### src/core/sfw_defs.vh
// Purpose: Constants for the framed, width-selectable serial port.
// Assumes: Registers sit at their printed offsets on a 16-bit plain port.
// Notes:   Two port instances differ only in their three offsets.
//
// Overview of operation
// - Sixteen bits when width set, else eight.
// - Changing width resets the serial engine.
// - Output from bit 7 or bit 15.
// - Incoming data always enters bit 0.
// - Output disable releases the data output pin.
// - Framed mode turns select pin into sync.
// - Direction bit: sync is input or output.
// - Sync pulse high for one clock period.
// - Shifting starts at following transmit edge.
// - Selected slave works only while select low.
// - Select high releases output, restarts word.
// - Sleep shuts down and aborts transfers.
// - Sleep leaves all register contents intact.
// - Stop-in-idle bit chooses idle behaviour.
// - One address: write transmit, read receive.
// - Full receive buffer: overflow, drop, freeze.
// - Master clock is system/4 then prescaled.
// - Edge bit and idle polarity bit.
// - Master starts on write, flags at end of last bit.

`ifndef SFW_DEFS_VH
`define SFW_DEFS_VH

// ****************************************************************
// Register offsets.
// ****************************************************************
`define SFW_P1_STAT 12'h220
`define SFW_P1_CON  12'h222
`define SFW_P1_BUF  12'h224
`define SFW_P2_STAT 12'h226
`define SFW_P2_CON  12'h228
`define SFW_P2_BUF  12'h22a

// ****************************************************************
// Field positions and reset values.
// ****************************************************************
`define SFW_STAT_EN   15
`define SFW_STAT_SIDL 13
`define SFW_STAT_ROV  6
`define SFW_STAT_TBF  1
`define SFW_STAT_RBF  0
`define SFW_CON_FRM   14
`define SFW_CON_FSD   13
`define SFW_CON_DIS   11
`define SFW_CON_W16   10
`define SFW_CON_SMP   9
`define SFW_CON_CKE   8
`define SFW_CON_SELECT_PIN_ENABLE  7
`define SFW_CON_CKP   6
`define SFW_CON_MST   5
`define SFW_CON_MASK  16'h6fff
`define SFW_RST_VAL   16'h0000

// ****************************************************************
// Timing: the clock fed to the prescalers is system clock / 4,
// so one half serial period is (4 / 2) * primary * secondary.
// ****************************************************************
`define SFW_FOSC_DIV  15'h0004
`define SFW_SEC_BASE  4'h8

`endif

### src/core/sfw_port.v
// Purpose: One serial port with 8/16-bit words, framing and select sync.
// Assumes: All pin inputs are synchronous to clk.
// Notes:   Registers are reached over a plain 16-bit strobe port.
//
// Implementation choice: the plain strobed port.
`timescale 1ns/1ps
`default_nettype none
`include "sfw_defs.vh"

module sfw_port #(
  parameter [11:0] STAT_ADDR = `SFW_P1_STAT,
  parameter [11:0] CON_ADDR  = `SFW_P1_CON,
  parameter [11:0] BUF_ADDR  = `SFW_P1_BUF
) (
  input  wire        clk,                   // System clock.
  input  wire        resetn,                // Synchronous reset.
  input  wire [11:0] addr,                  // Register address.
  input  wire [15:0] wr_data,               // Write data.
  input  wire        wr_stb,                // Write strobe.
  input  wire        rd_stb,                // Read strobe.
  output wire [15:0] rd_data,               // Read data, next cycle.
  input  wire        cpu_sleep,             // CPU in Sleep.
  input  wire        cpu_idle,              // CPU in Idle.
  input  wire        shift_clock_pin_i,     // Serial clock in.
  output wire        shift_clock_pin_o,     // Serial clock out.
  output wire        shift_clock_pin_oe_n,  // Clock drive enable.
  input  wire        serial_data_in,        // Serial data in.
  output wire        serial_data_out,       // Serial data out.
  output wire        serial_data_out_oe_n,  // Data drive enable.
  input  wire        slave_select_pin_i,    // Select or sync in.
  output wire        slave_select_pin_o,    // Sync out.
  output wire        slave_select_pin_oe_n, // Sync drive enable.
  output wire        xfer_done              // Word event pulse.
);

  // ****************************************************************
  // Engine states.
  // ****************************************************************
  localparam [3:0] ST_IDLE = 4'h1;
  localparam [3:0] ST_WFS  = 4'h2;
  localparam [3:0] ST_SHF  = 4'h4;
  localparam [3:0] ST_TAIL = 4'h8;

  // ****************************************************************
  // Register state.
  // ****************************************************************
  reg [15:0] con_q;
  reg        en_q;
  reg        sidl_q;
  reg        rov_q;
  reg        tbf_q;
  reg        rbf_q;
  reg [15:0] txb_q;
  reg [15:0] rxb_q;
  reg [15:0] sr_q;
  reg [15:0] wrd_q;
  reg        sdo_q;
  reg        sck_q;
  reg        fs_q;
  reg        sck_prev_q;
  reg [3:0]  st_q;
  reg [4:0]  bit_q;
  reg [10:0] div_q;
  reg        pend_q;
  reg [15:0] rd_data_q;
  reg        done_q;

  wire frm  = con_q[`SFW_CON_FRM];
  wire fsd  = con_q[`SFW_CON_FSD];
  wire dis  = con_q[`SFW_CON_DIS];
  wire w16  = con_q[`SFW_CON_W16];
  wire input_sample_phase  = con_q[`SFW_CON_SMP];
  wire cke  = con_q[`SFW_CON_CKE];
  wire select_pin_enable = con_q[`SFW_CON_SELECT_PIN_ENABLE];
  wire clock_idle_polarity  = con_q[`SFW_CON_CKP];
  wire mst  = con_q[`SFW_CON_MST];
  wire [2:0] secondary_prescale = con_q[4:2];
  wire [1:0] primary_prescale = con_q[1:0];

  // ****************************************************************
  // Bus decode.
  // ****************************************************************
  wire con_wr  = wr_stb & (addr == CON_ADDR);
  wire stat_wr = wr_stb & (addr == STAT_ADDR);
  wire buf_wr  = wr_stb & (addr == BUF_ADDR);
  wire buf_rd  = rd_stb & (addr == BUF_ADDR);

  // ****************************************************************
  // Stop and restart conditions.
  // ****************************************************************
  wire w16_chg = con_wr & (wr_data[`SFW_CON_W16] != w16);
  wire halt    = ~en_q | cpu_sleep | (cpu_idle & sidl_q);
  wire ss_off  = ~mst & select_pin_enable & ~frm & slave_select_pin_i;
  wire eng_rst = halt | w16_chg | ss_off;
  wire frozen  = rov_q & rbf_q;

  // ****************************************************************
  // Master clock divider.
  // ****************************************************************
  wire [1:0]  pp_inv = ~primary_prescale;
  wire [10:0] pdiv   = 11'h001 << {pp_inv, 1'b0};
  wire [3:0]  sdiv   = `SFW_SEC_BASE - {1'b0, secondary_prescale};
  wire [14:0] half_p = {4'h0, pdiv} * {11'h000, sdiv} * (`SFW_FOSC_DIV >> 1);
  wire [10:0] half_w = half_p[10:0] - 11'h001;
  wire        m_run  = mst & ~st_q[0];
  wire        tick   = m_run & ~frozen & (div_q == 11'h000);

  // ****************************************************************
  // Clock edge events, from own divider or the pin.
  // ****************************************************************
  wire m_lead  = tick & (sck_q == clock_idle_polarity) & ~st_q[3];
  wire m_trail = tick & (sck_q != clock_idle_polarity);
  wire s_chg   = ~mst & ~frozen & (shift_clock_pin_i != sck_prev_q);
  wire s_lead  = s_chg & (shift_clock_pin_i != clock_idle_polarity);
  wire s_trail = s_chg & (shift_clock_pin_i == clock_idle_polarity);
  wire lead    = m_lead | s_lead;
  wire trail   = m_trail | s_trail;
  wire tx_ev   = cke ? trail : lead;
  wire sm_ev   = cke ? lead : trail;
  wire act     = st_q[2] | st_q[3];
  wire smp_m   = mst & input_sample_phase;

  // End-phase sampling moves each capture to the next transmit edge.
  wire cap = act & (smp_m ? (pend_q & (tx_ev | (st_q[3] & tick))) : sm_ev);

  // ****************************************************************
  // Shift path.
  // ****************************************************************
  wire [15:0] sr_nxt = cap ? {sr_q[14:0], serial_data_in} : sr_q;
  wire [4:0]  nbits  = w16 ? 5'h10 : 5'h08;
  wire [3:0]  msb    = w16 ? 4'hf : 4'h7;
  wire        last   = sm_ev & st_q[2] & (bit_q == nbits - 5'h01);
  wire        compl  = mst ? (st_q[3] & tick) : last;
  wire [15:0] rx_w   = w16 ? sr_nxt : {8'h00, sr_nxt[7:0]};
  wire        rbf_e  = rbf_q & ~buf_rd;
  wire        fs_in  = fsd ? slave_select_pin_i : fs_q;

  // ****************************************************************
  // Registers and engine.
  // ****************************************************************
  always @(posedge clk) begin
    if (!resetn) begin
      con_q      <= `SFW_RST_VAL;
      en_q       <= 1'b0;
      sidl_q     <= 1'b0;
      rov_q      <= 1'b0;
      tbf_q      <= 1'b0;
      rbf_q      <= 1'b0;
      txb_q      <= `SFW_RST_VAL;
      rxb_q      <= `SFW_RST_VAL;
      sr_q       <= `SFW_RST_VAL;
      wrd_q      <= `SFW_RST_VAL;
      sdo_q      <= 1'b0;
      sck_q      <= 1'b0;
      fs_q       <= 1'b0;
      sck_prev_q <= 1'b0;
      st_q       <= ST_IDLE;
      bit_q      <= 5'h00;
      div_q      <= 11'h000;
      pend_q     <= 1'b0;
      done_q     <= 1'b0;
    end else begin
      sck_prev_q <= shift_clock_pin_i;
      done_q     <= last & ~eng_rst;
      if (!m_run) begin
        div_q <= half_w;
      end else if (!frozen) begin
        div_q <= tick ? half_w : div_q - 11'h001;
      end
      if (eng_rst) begin
        // Abort only the engine; software-visible contents stay.
        st_q   <= ST_IDLE;
        bit_q  <= 5'h00;
        pend_q <= 1'b0;
        fs_q   <= 1'b0;
        sck_q  <= clock_idle_polarity;
        sr_q   <= wrd_q;
        sdo_q  <= wrd_q[msb];
      end else begin
        if (tick & ~(st_q[3] & (sck_q == clock_idle_polarity))) begin
          sck_q <= ~sck_q;
        end
        if (cap) begin
          sr_q <= sr_nxt;
        end
        if (act & tx_ev) begin
          sdo_q <= sr_nxt[msb];
        end
        if (smp_m & st_q[2] & sm_ev) begin
          pend_q <= 1'b1;
        end else if (cap) begin
          pend_q <= 1'b0;
        end
        case (st_q)
          ST_IDLE: begin
            sck_q <= clock_idle_polarity;
            bit_q <= 5'h00;
            if (!frozen & (tbf_q | ~mst)) begin
              st_q <= frm ? ST_WFS : ST_SHF;
              if (tbf_q) begin
                sr_q  <= txb_q;
                wrd_q <= txb_q;
                sdo_q <= txb_q[msb];
              end
            end
          end
          ST_WFS: begin
            if (sm_ev) begin
              if (fs_in & fsd) begin
                st_q <= ST_SHF;
              end else if (!fsd & fs_q) begin
                fs_q <= 1'b0;
                st_q <= ST_SHF;
              end else if (!fsd) begin
                fs_q <= 1'b1;
              end
            end
          end
          ST_SHF: begin
            if (sm_ev) begin
              bit_q <= bit_q + 5'h01;
            end
            if (last) begin
              st_q <= mst ? ST_TAIL : (frm ? ST_WFS : ST_SHF);
              bit_q <= 5'h00;
            end
          end
          ST_TAIL: begin
            if (tick) begin
              st_q <= ST_IDLE;
            end
          end
          default: begin
            st_q <= ST_IDLE;
          end
        endcase
        if (compl & tbf_q) begin
          sr_q  <= txb_q;
          wrd_q <= txb_q;
          sdo_q <= txb_q[msb];
        end
      end
      // Completion and status flags; a set beats a same-cycle clear.
      if (buf_rd) begin
        rbf_q <= 1'b0;
      end
      if (stat_wr) begin
        en_q   <= wr_data[`SFW_STAT_EN];
        sidl_q <= wr_data[`SFW_STAT_SIDL];
        rov_q  <= rov_q & wr_data[`SFW_STAT_ROV];
      end
      if (!eng_rst & compl) begin
        if (rbf_e) begin
          rov_q <= 1'b1;
        end else begin
          rxb_q <= rx_w;
          rbf_q <= 1'b1;
        end
        if (tbf_q) begin
          tbf_q <= 1'b0;
        end
      end
      if (!eng_rst & st_q[0] & ~frozen & tbf_q) begin
        tbf_q <= 1'b0;
      end
      if (con_wr) begin
        con_q <= wr_data & `SFW_CON_MASK;
      end
      if (buf_wr) begin
        txb_q <= wr_data;
        tbf_q <= 1'b1;
      end
    end
  end

  // ****************************************************************
  // Read port: data stands only in the cycle after the strobe.
  // ****************************************************************
  always @(posedge clk) begin
    if (!resetn) begin
      rd_data_q <= `SFW_RST_VAL;
    end else if (rd_stb) begin
      if (addr == STAT_ADDR) begin
        rd_data_q <= {en_q, 1'b0, sidl_q, 6'h00, rov_q, 4'h0, tbf_q, rbf_q};
      end else if (addr == CON_ADDR) begin
        rd_data_q <= con_q;
      end else if (addr == BUF_ADDR) begin
        rd_data_q <= rxb_q;
      end else begin
        rd_data_q <= `SFW_RST_VAL;
      end
    end else begin
      rd_data_q <= `SFW_RST_VAL;
    end
  end

  // ****************************************************************
  // Pins.
  // ****************************************************************
  assign rd_data               = rd_data_q;
  assign xfer_done             = done_q;
  assign shift_clock_pin_o     = sck_q;
  assign shift_clock_pin_oe_n  = ~(~halt & mst);
  assign serial_data_out       = sdo_q;
  assign serial_data_out_oe_n  = ~(~halt & ~dis & ~ss_off);
  assign slave_select_pin_o    = fs_q;
  assign slave_select_pin_oe_n = ~(~halt & frm & ~fsd);

endmodule // sfw_port

`default_nettype wire

### config.mk
export PLATFORM = sky130hd
export DESIGN_NAME = sfw_port
export DESIGN_NICKNAME = d
export VERILOG_FILES = /design/src/core/sfw_port.v
export VERILOG_INCLUDE_DIRS = /design/src /design/src/core
export SDC_FILE = /design/constraint.sdc
export NUM_CORES = 1
export LEC_CHECK = 0
export ABC_AREA = 1
export BUFFER_PORTS_ARGS = -buffer_cell sky130_fd_sc_hd__buf_2
export CAP_MARGIN = 20
export CORE_MARGIN = 5
export CORE_UTILIZATION = 45
export CTS_BUF_LIST = sky130_fd_sc_hd__clkbuf_16
export CTS_CLUSTER_DIAMETER = 120
export DETAILED_ROUTE_END_ITERATION = 16
export GPL_TIMING_DRIVEN = 0
export REMOVE_ABC_BUFFERS = 1
export SLEW_MARGIN = 10
export SYNTH_ARGS = -nofsm -noshare
export SYNTH_HDL_FRONTEND = slang
export SYNTH_SLANG_ARGS = --single-unit
### constraint.sdc
create_clock -name clk -period 9.13 [get_ports clk]
set_clock_uncertainty 0.05 [all_clocks]
set_input_delay 0.4565 -clock clk [delete_from_list [all_inputs] [get_ports clk]]
set_output_delay 0.4565 -clock clk [all_outputs]
set_load 0.02 [all_outputs]
* Word level (Yosys, flattened, before mapping) *
Cells that the tools add are included.

storage, ports and cells
  input bits = 37
  word-level logic and storage cells = 213
  flip-flop bits (word level) = 125
  output and inout port bits = 23

cells by class
  reductions and logical operators = 19
  multipliers = 1
  add/sub/neg operators = 5
  shift-type cells = 1
  mux-type cells = 65
  bitwise gates (word level) = 78
  magnitude comparators = 1
  equal/unequal tests = 22

operator list
  cell                                                    count
  two-way mux 16 bit                                      15
  AND 1 bit                                               47
  equality test 12 x 10 -> 1 bit (second input constant)  3
  two-way mux 11 bit                                      3
  two-way mux 4 bit                                       8
  two-way mux 1 bit                                       30
  subtractor 11 x 1 -> 11 bit (second input constant)     2
  NOT 1 bit                                               21
  one-hot mux 4 bit (4 select lines)                      1
  two-way mux 5 bit                                       3
  binary-select mux 1 bit (select 4 bit)                  3
  logical NOT 11 bit                                      1
  multiplier 11 x 4 -> 10 bit                             1
  << shifter 1 x 3 -> 11 bit (first input constant)       1
  != test 2 bit (second input constant)                   5
  one-hot mux 5 bit (2 select lines)                      1
  nonzero test 2 bit                                      5
  OR 1 bit                                                9
  AND reduction 4 bit                                     2
  != test 3 bit (second input constant)                   2
  AND reduction 2 bit                                     3
  nonzero test 3 bit                                      2
  adder 5 x 1 -> 5 bit (second input constant)            1
  equality test 5 bit                                     1
  other kinds (16)                                        22

* Longest topological paths before layout *
  word-level depth = 21
  gate-level depth with buffers = 20
  depth with buffers taken out = 20

* Least setup slack after synthesis *
No wires, ideal clock.

  kind = reg-to-reg
  start point = register con_q[2]
  end point = register div_q[10]
  clock period less this slack = 3064 ps
  data required time = 8961 ps
  stages on the path, launching flop included = 21
  buffers on the path = 0
  arrival = 2895 ps
  path slack = 6066 ps
  library setup time = 119 ps
  cells stage by stage = dfxtp_1 inv_1 ha_1 inv_1 nor2_1 ha_1 inv_1 fa_1 inv_1 ha_1 nand3_1 nand2_1 xor2_1 nor2_1 nand3_1 nor2_1 nand2_1 xor2_1 nor2_1 o31ai_1 inv_1

between the ends
  word-level cells in the longest chain between the ends = 6

RTL lines
  what                                     RTL line        text
  from (decl)                              sfw_port.v:47   reg [15:0] con_q;
  from (signal assigned)                   sfw_port.v:143  con_q <= `SFW_RST_VAL;
  from (signal assigned)                   sfw_port.v:267  con_q <= wr_data & `SFW_CON_MASK;
  subtractor 4 x 3 -> 4 bit (no line) (*)  n/a
  multiplier 11 x 4 -> 10 bit (*)          sfw_port.v:103  wire [14:0] half_p = {4'h0, pdiv} * {11'h000, sdiv} * (`SFW_FOSC_DIV >> 1);
  subtractor 11 x 1 -> 11 bit (*)          sfw_port.v:104  wire [10:0] half_w = half_p[10:0] - 11'h001;
  two-way mux 11 bit                       sfw_port.v:168  div_q <= tick ? half_w : div_q - 11'h001;
  two-way mux 11 bit                       sfw_port.v:167  end else if (!frozen) begin
  two-way mux 11 bit (*)                   sfw_port.v:165  if (!m_run) begin
  to (signal assigned)                     sfw_port.v:166  div_q <= half_w;
  to (signal assigned)                     sfw_port.v:168
  to (decl)                                sfw_port.v:63   reg [10:0] div_q;

Every way passes the cells marked *; elsewhere a longest branch is shown, timed or not. The select of a mux whose other input is x is not followed.
A chain may end at the register's enable or synchronous reset.

* Worst setup path after layout *
Ends and elaborated chain as after synthesis.

==> results by group <==
Run status
  • Outcome: complete, no violations

Logic synthesis
  • Ys flop type: dfxtp_1
  • Post-synth EDFFs: 0
  • Yosys top cell area share: 39.3%
  • Most frequent cell after synthesis: nand2_1
  • Seq/Total Area, Yosys: 39.3%
  • Synth top area cells: dfxtp_1 (39%), nand2_1 (11%), a21oi_1 (7.0%)
  • Synth cell count leaders: nand2_1 (189), dfxtp_1 (125), inv_1 (113), nor2_1 (92), a21oi_1 (89)
  • Synthesized area: 6370 sq um
  • Cells after Synth: 900
  • Synth area leader: dfxtp_1
  • Distinct cells, synth: 49
  • Mapped Avg Cell Area: ~7.1 sq um
  • Post-synthesis register bit count: between 100 and 150
  • Synth warn: 0
  • Post-synth ARST share: 0%

Layout
  • Fill cell count: between 1,000 and 1,500
  • Area delta synth->final: 15.3%
  • Diodes inserted: 0
  • Layout Nets: about 1,000
  • Layout cell share with drive strength beyond 1: between 10 and 15%

Critical path
  • CP Data Arrival Time: about 3.7 ns
  • CP max FO: 6
  • Worst Path Buf+Inv: 5
  • Crit-path slowest cell: dfxtp_1
  • CP peak stage delay: ~0.48 ns
  • Critical path class: reg2reg
  • Kind of launch point of the worst setup path: flop
  • Top delay family on crit path: adder cells
  • WP data required: around 9.4 ns
  • Nature of the critical path endpoint: flop
  • Most used cell, CP: inv_1
  • Crit-path cells: inv_1 > ha_1 > inv_1 > nor2_1 > ha_1 > inv_1 > fa_1 > inv_1 > ha_1 > nand3_1 > nand2_1 > xor2_1 > nor2_1 > nand3_1 > nor2_1 > nand2_1 > xor2_1 > nor2_1 > o31ai_1 > inv_1

Routing
  • Vias per cell: 5.06
  • DR pass1 iterations: 5
  • Iter 0 DRT Violations: between 300 and 400
  • Final ANT Viol Nets: 0
  • DR WL/cell: roughly 14 um
  • DR DRC count: 0
  • Final wirelength: between 15,000 and 20,000 um
  • Vias: 5,754

Clock network
  • Root Buffer: clkbuf_16
  • Worst-skew pair later-pin latency: roughly 0.42 ns
  • H-Tree Depth: 4
  • CTS tree: built
  • Cts repair resizes: 0
  • Post-CTS Setup Bufs: 0
  • Total CTS buffers: 17
  • Clock Tree Buf Depth: 2
  • Clock-pin slew on the worst setup and hold paths: around 0.05 ns
  • Clock sink count: ~130
  • Hold_buf cts: 0

Place
  • HPWL after DPL: about 11,000 um
  • RePlAce Congestion: 0.815
  • Port Buffers: around 60
  • Place WS: 5.68 ns

STA
  • RSZ-0062 raised after global routing: no
  • F_max: 288 MHz
  • Worst Setup Slack, final: approximately 5.7 ns
  • Slew HR: approximately 34%
  • Fin. Hold Viols: 0
  • Fin crit period: ~3.5 ns
  • Worst slew pin tran: 0.985 ns
  • Setup TNS: 0 ns
  • Final period utilization: a little under two fifths
  • Pins Over Slew Limit: 0
  • # setup viols final: 0

Flow run
  • Maxcap violations: 0

Floorplan
  • # IOs: 60
  • CORE AREA: between 10,000 and 15,000 sq um
  • Initial Util: roughly 46%
  • Die area: 16,600 sq um
  • FP Rows: 43
  • Die X: 129 um
  • Die Y-Extent: around 130 um

Global route
  • Largest net degree at the start of global routing: 63
  • Initial antenna violation count: 0
  • Global-route wire length before repair: approximately 27,000 um
  • Vias in the first global route: 5,399
  • Global route overflow: 0
  • GRT Total Usage: 20.4%

Power
  • LEAKAGE: approximately 3.3 nW
  • Cell Pwr Density: 165 nW/um^2
  • Worst IR Drop VDD: 0.0000964 V
  • Design Power: 1.21 mW

Hold path
  • Worst Hold Class: in2reg
==> final timing paths <==
check,startpoint,slack [ns],to,depth (start not counted)
setup / recovery,con_q[2],5.65,div_q[10],20
hold reg to reg,rxb_q[12],0.40,rd_data[12],2
setup reg to reg,con_q[2],5.65,div_q[10],20
hold / removal,wr_data[9],0.24,con_q[9],3
==> layout by cell type (no fill, tap or decap), drive strengths merged, types with 4 or more instances in the layout <==
| cell | count |
|---|---|
| nand2 | 196 |
| dfxtp | 125 |
| inv | 122 |
| nor2 | 109 |
| a21oi | 95 |
| o21ai | 74 |
| buf | 64 |
| nand3 | 32 |
| xor2 | 24 |
| o211ai | 18 |
| clkbuf | 17 |
| ha | 14 |
| nor3 | 13 |
| clkinv | 7 |
| a211oi | 5 |
| nor4 | 5 |
| nand4 | 4 |
==> tightest hold or removal path: stages <==
cell and delay (ns):
buf_2 0.07, inv_1 0.04, a21oi_1 0.10
==> flip-flops by register name (all words and copies together) (netlist names), 5 cells and up <==
signal and cells:
rd_data 16, rxb_q 16, sr_q 16, txb_q 16, wrd_q 16, con_q 14, div_q 11, bit_q 5
==> cells by family (layout without fill, tap and decap cells) <==
family	Yosys count	in the layout	share of synthesized area [%]
and+or+nand+nor	368	368	25.3
adders and majority gates	16	16	3.38
DFF	125	125	39.3
xor gates and xnor gates	26	26	3.57
buffers and inverters	157	214	9.96
AOI/OAI and AO/OA	208	208	18.5
==> layout make-up <==
type                            instances  area (sq um)  area share [%]
Inverter                              121           459            6.25
Tap cell                              180           225            3.07
Sequential cell                       125          2500            34.1
Clock inverter                         12           110            1.50
Timing Repair Buffer                   64           372            5.06
Clock buffer                           17           425            5.79
Multi-Input combinational cell        618          3250            44.2
==> metal layers <==
| layer | up-vias | GRT usage, % | part of all wire [%] |
|---|---|---|---|
| met4 | 0 | 5.56 | 1.1 |
| met5 | - | 0 | 0 |
| met2 | 142 | 33.2 | 45 |
| met3 | 14 | 4.40 | 5.8 |
| met1 | 2586 | 27.5 | 48 |
| li1 | 3012 | - | - |
==> through the flow <==
stage / cell area, sq um / instances / hold slack [ns] / util, %
CTS: 7310 / 1135 / 0.228 / 52.7
floorplan: 6190 / 864 / 0.369 / -
detailed placement: 6770 / 1106 / 0.388 / 48.8
global placement: 6720 / 1103 / 0.383 / 48.4
global route: 7340 / 1137 / 0.251 / 52.9
finish: 7340 / 1137 / 0.242 / 52.9
==> power by group <==
group | total [mW] | switching, mW | internal (mW)
clock network | 0.623 | 0.234 | 0.389
logic | 0.0384 | 0.0250 | 0.0134
registers | 0.551 | 0.00220 | 0.549
total | 1.21 | 0.261 | 0.951
No activity file was read; power rests on OpenSTA's default activity.
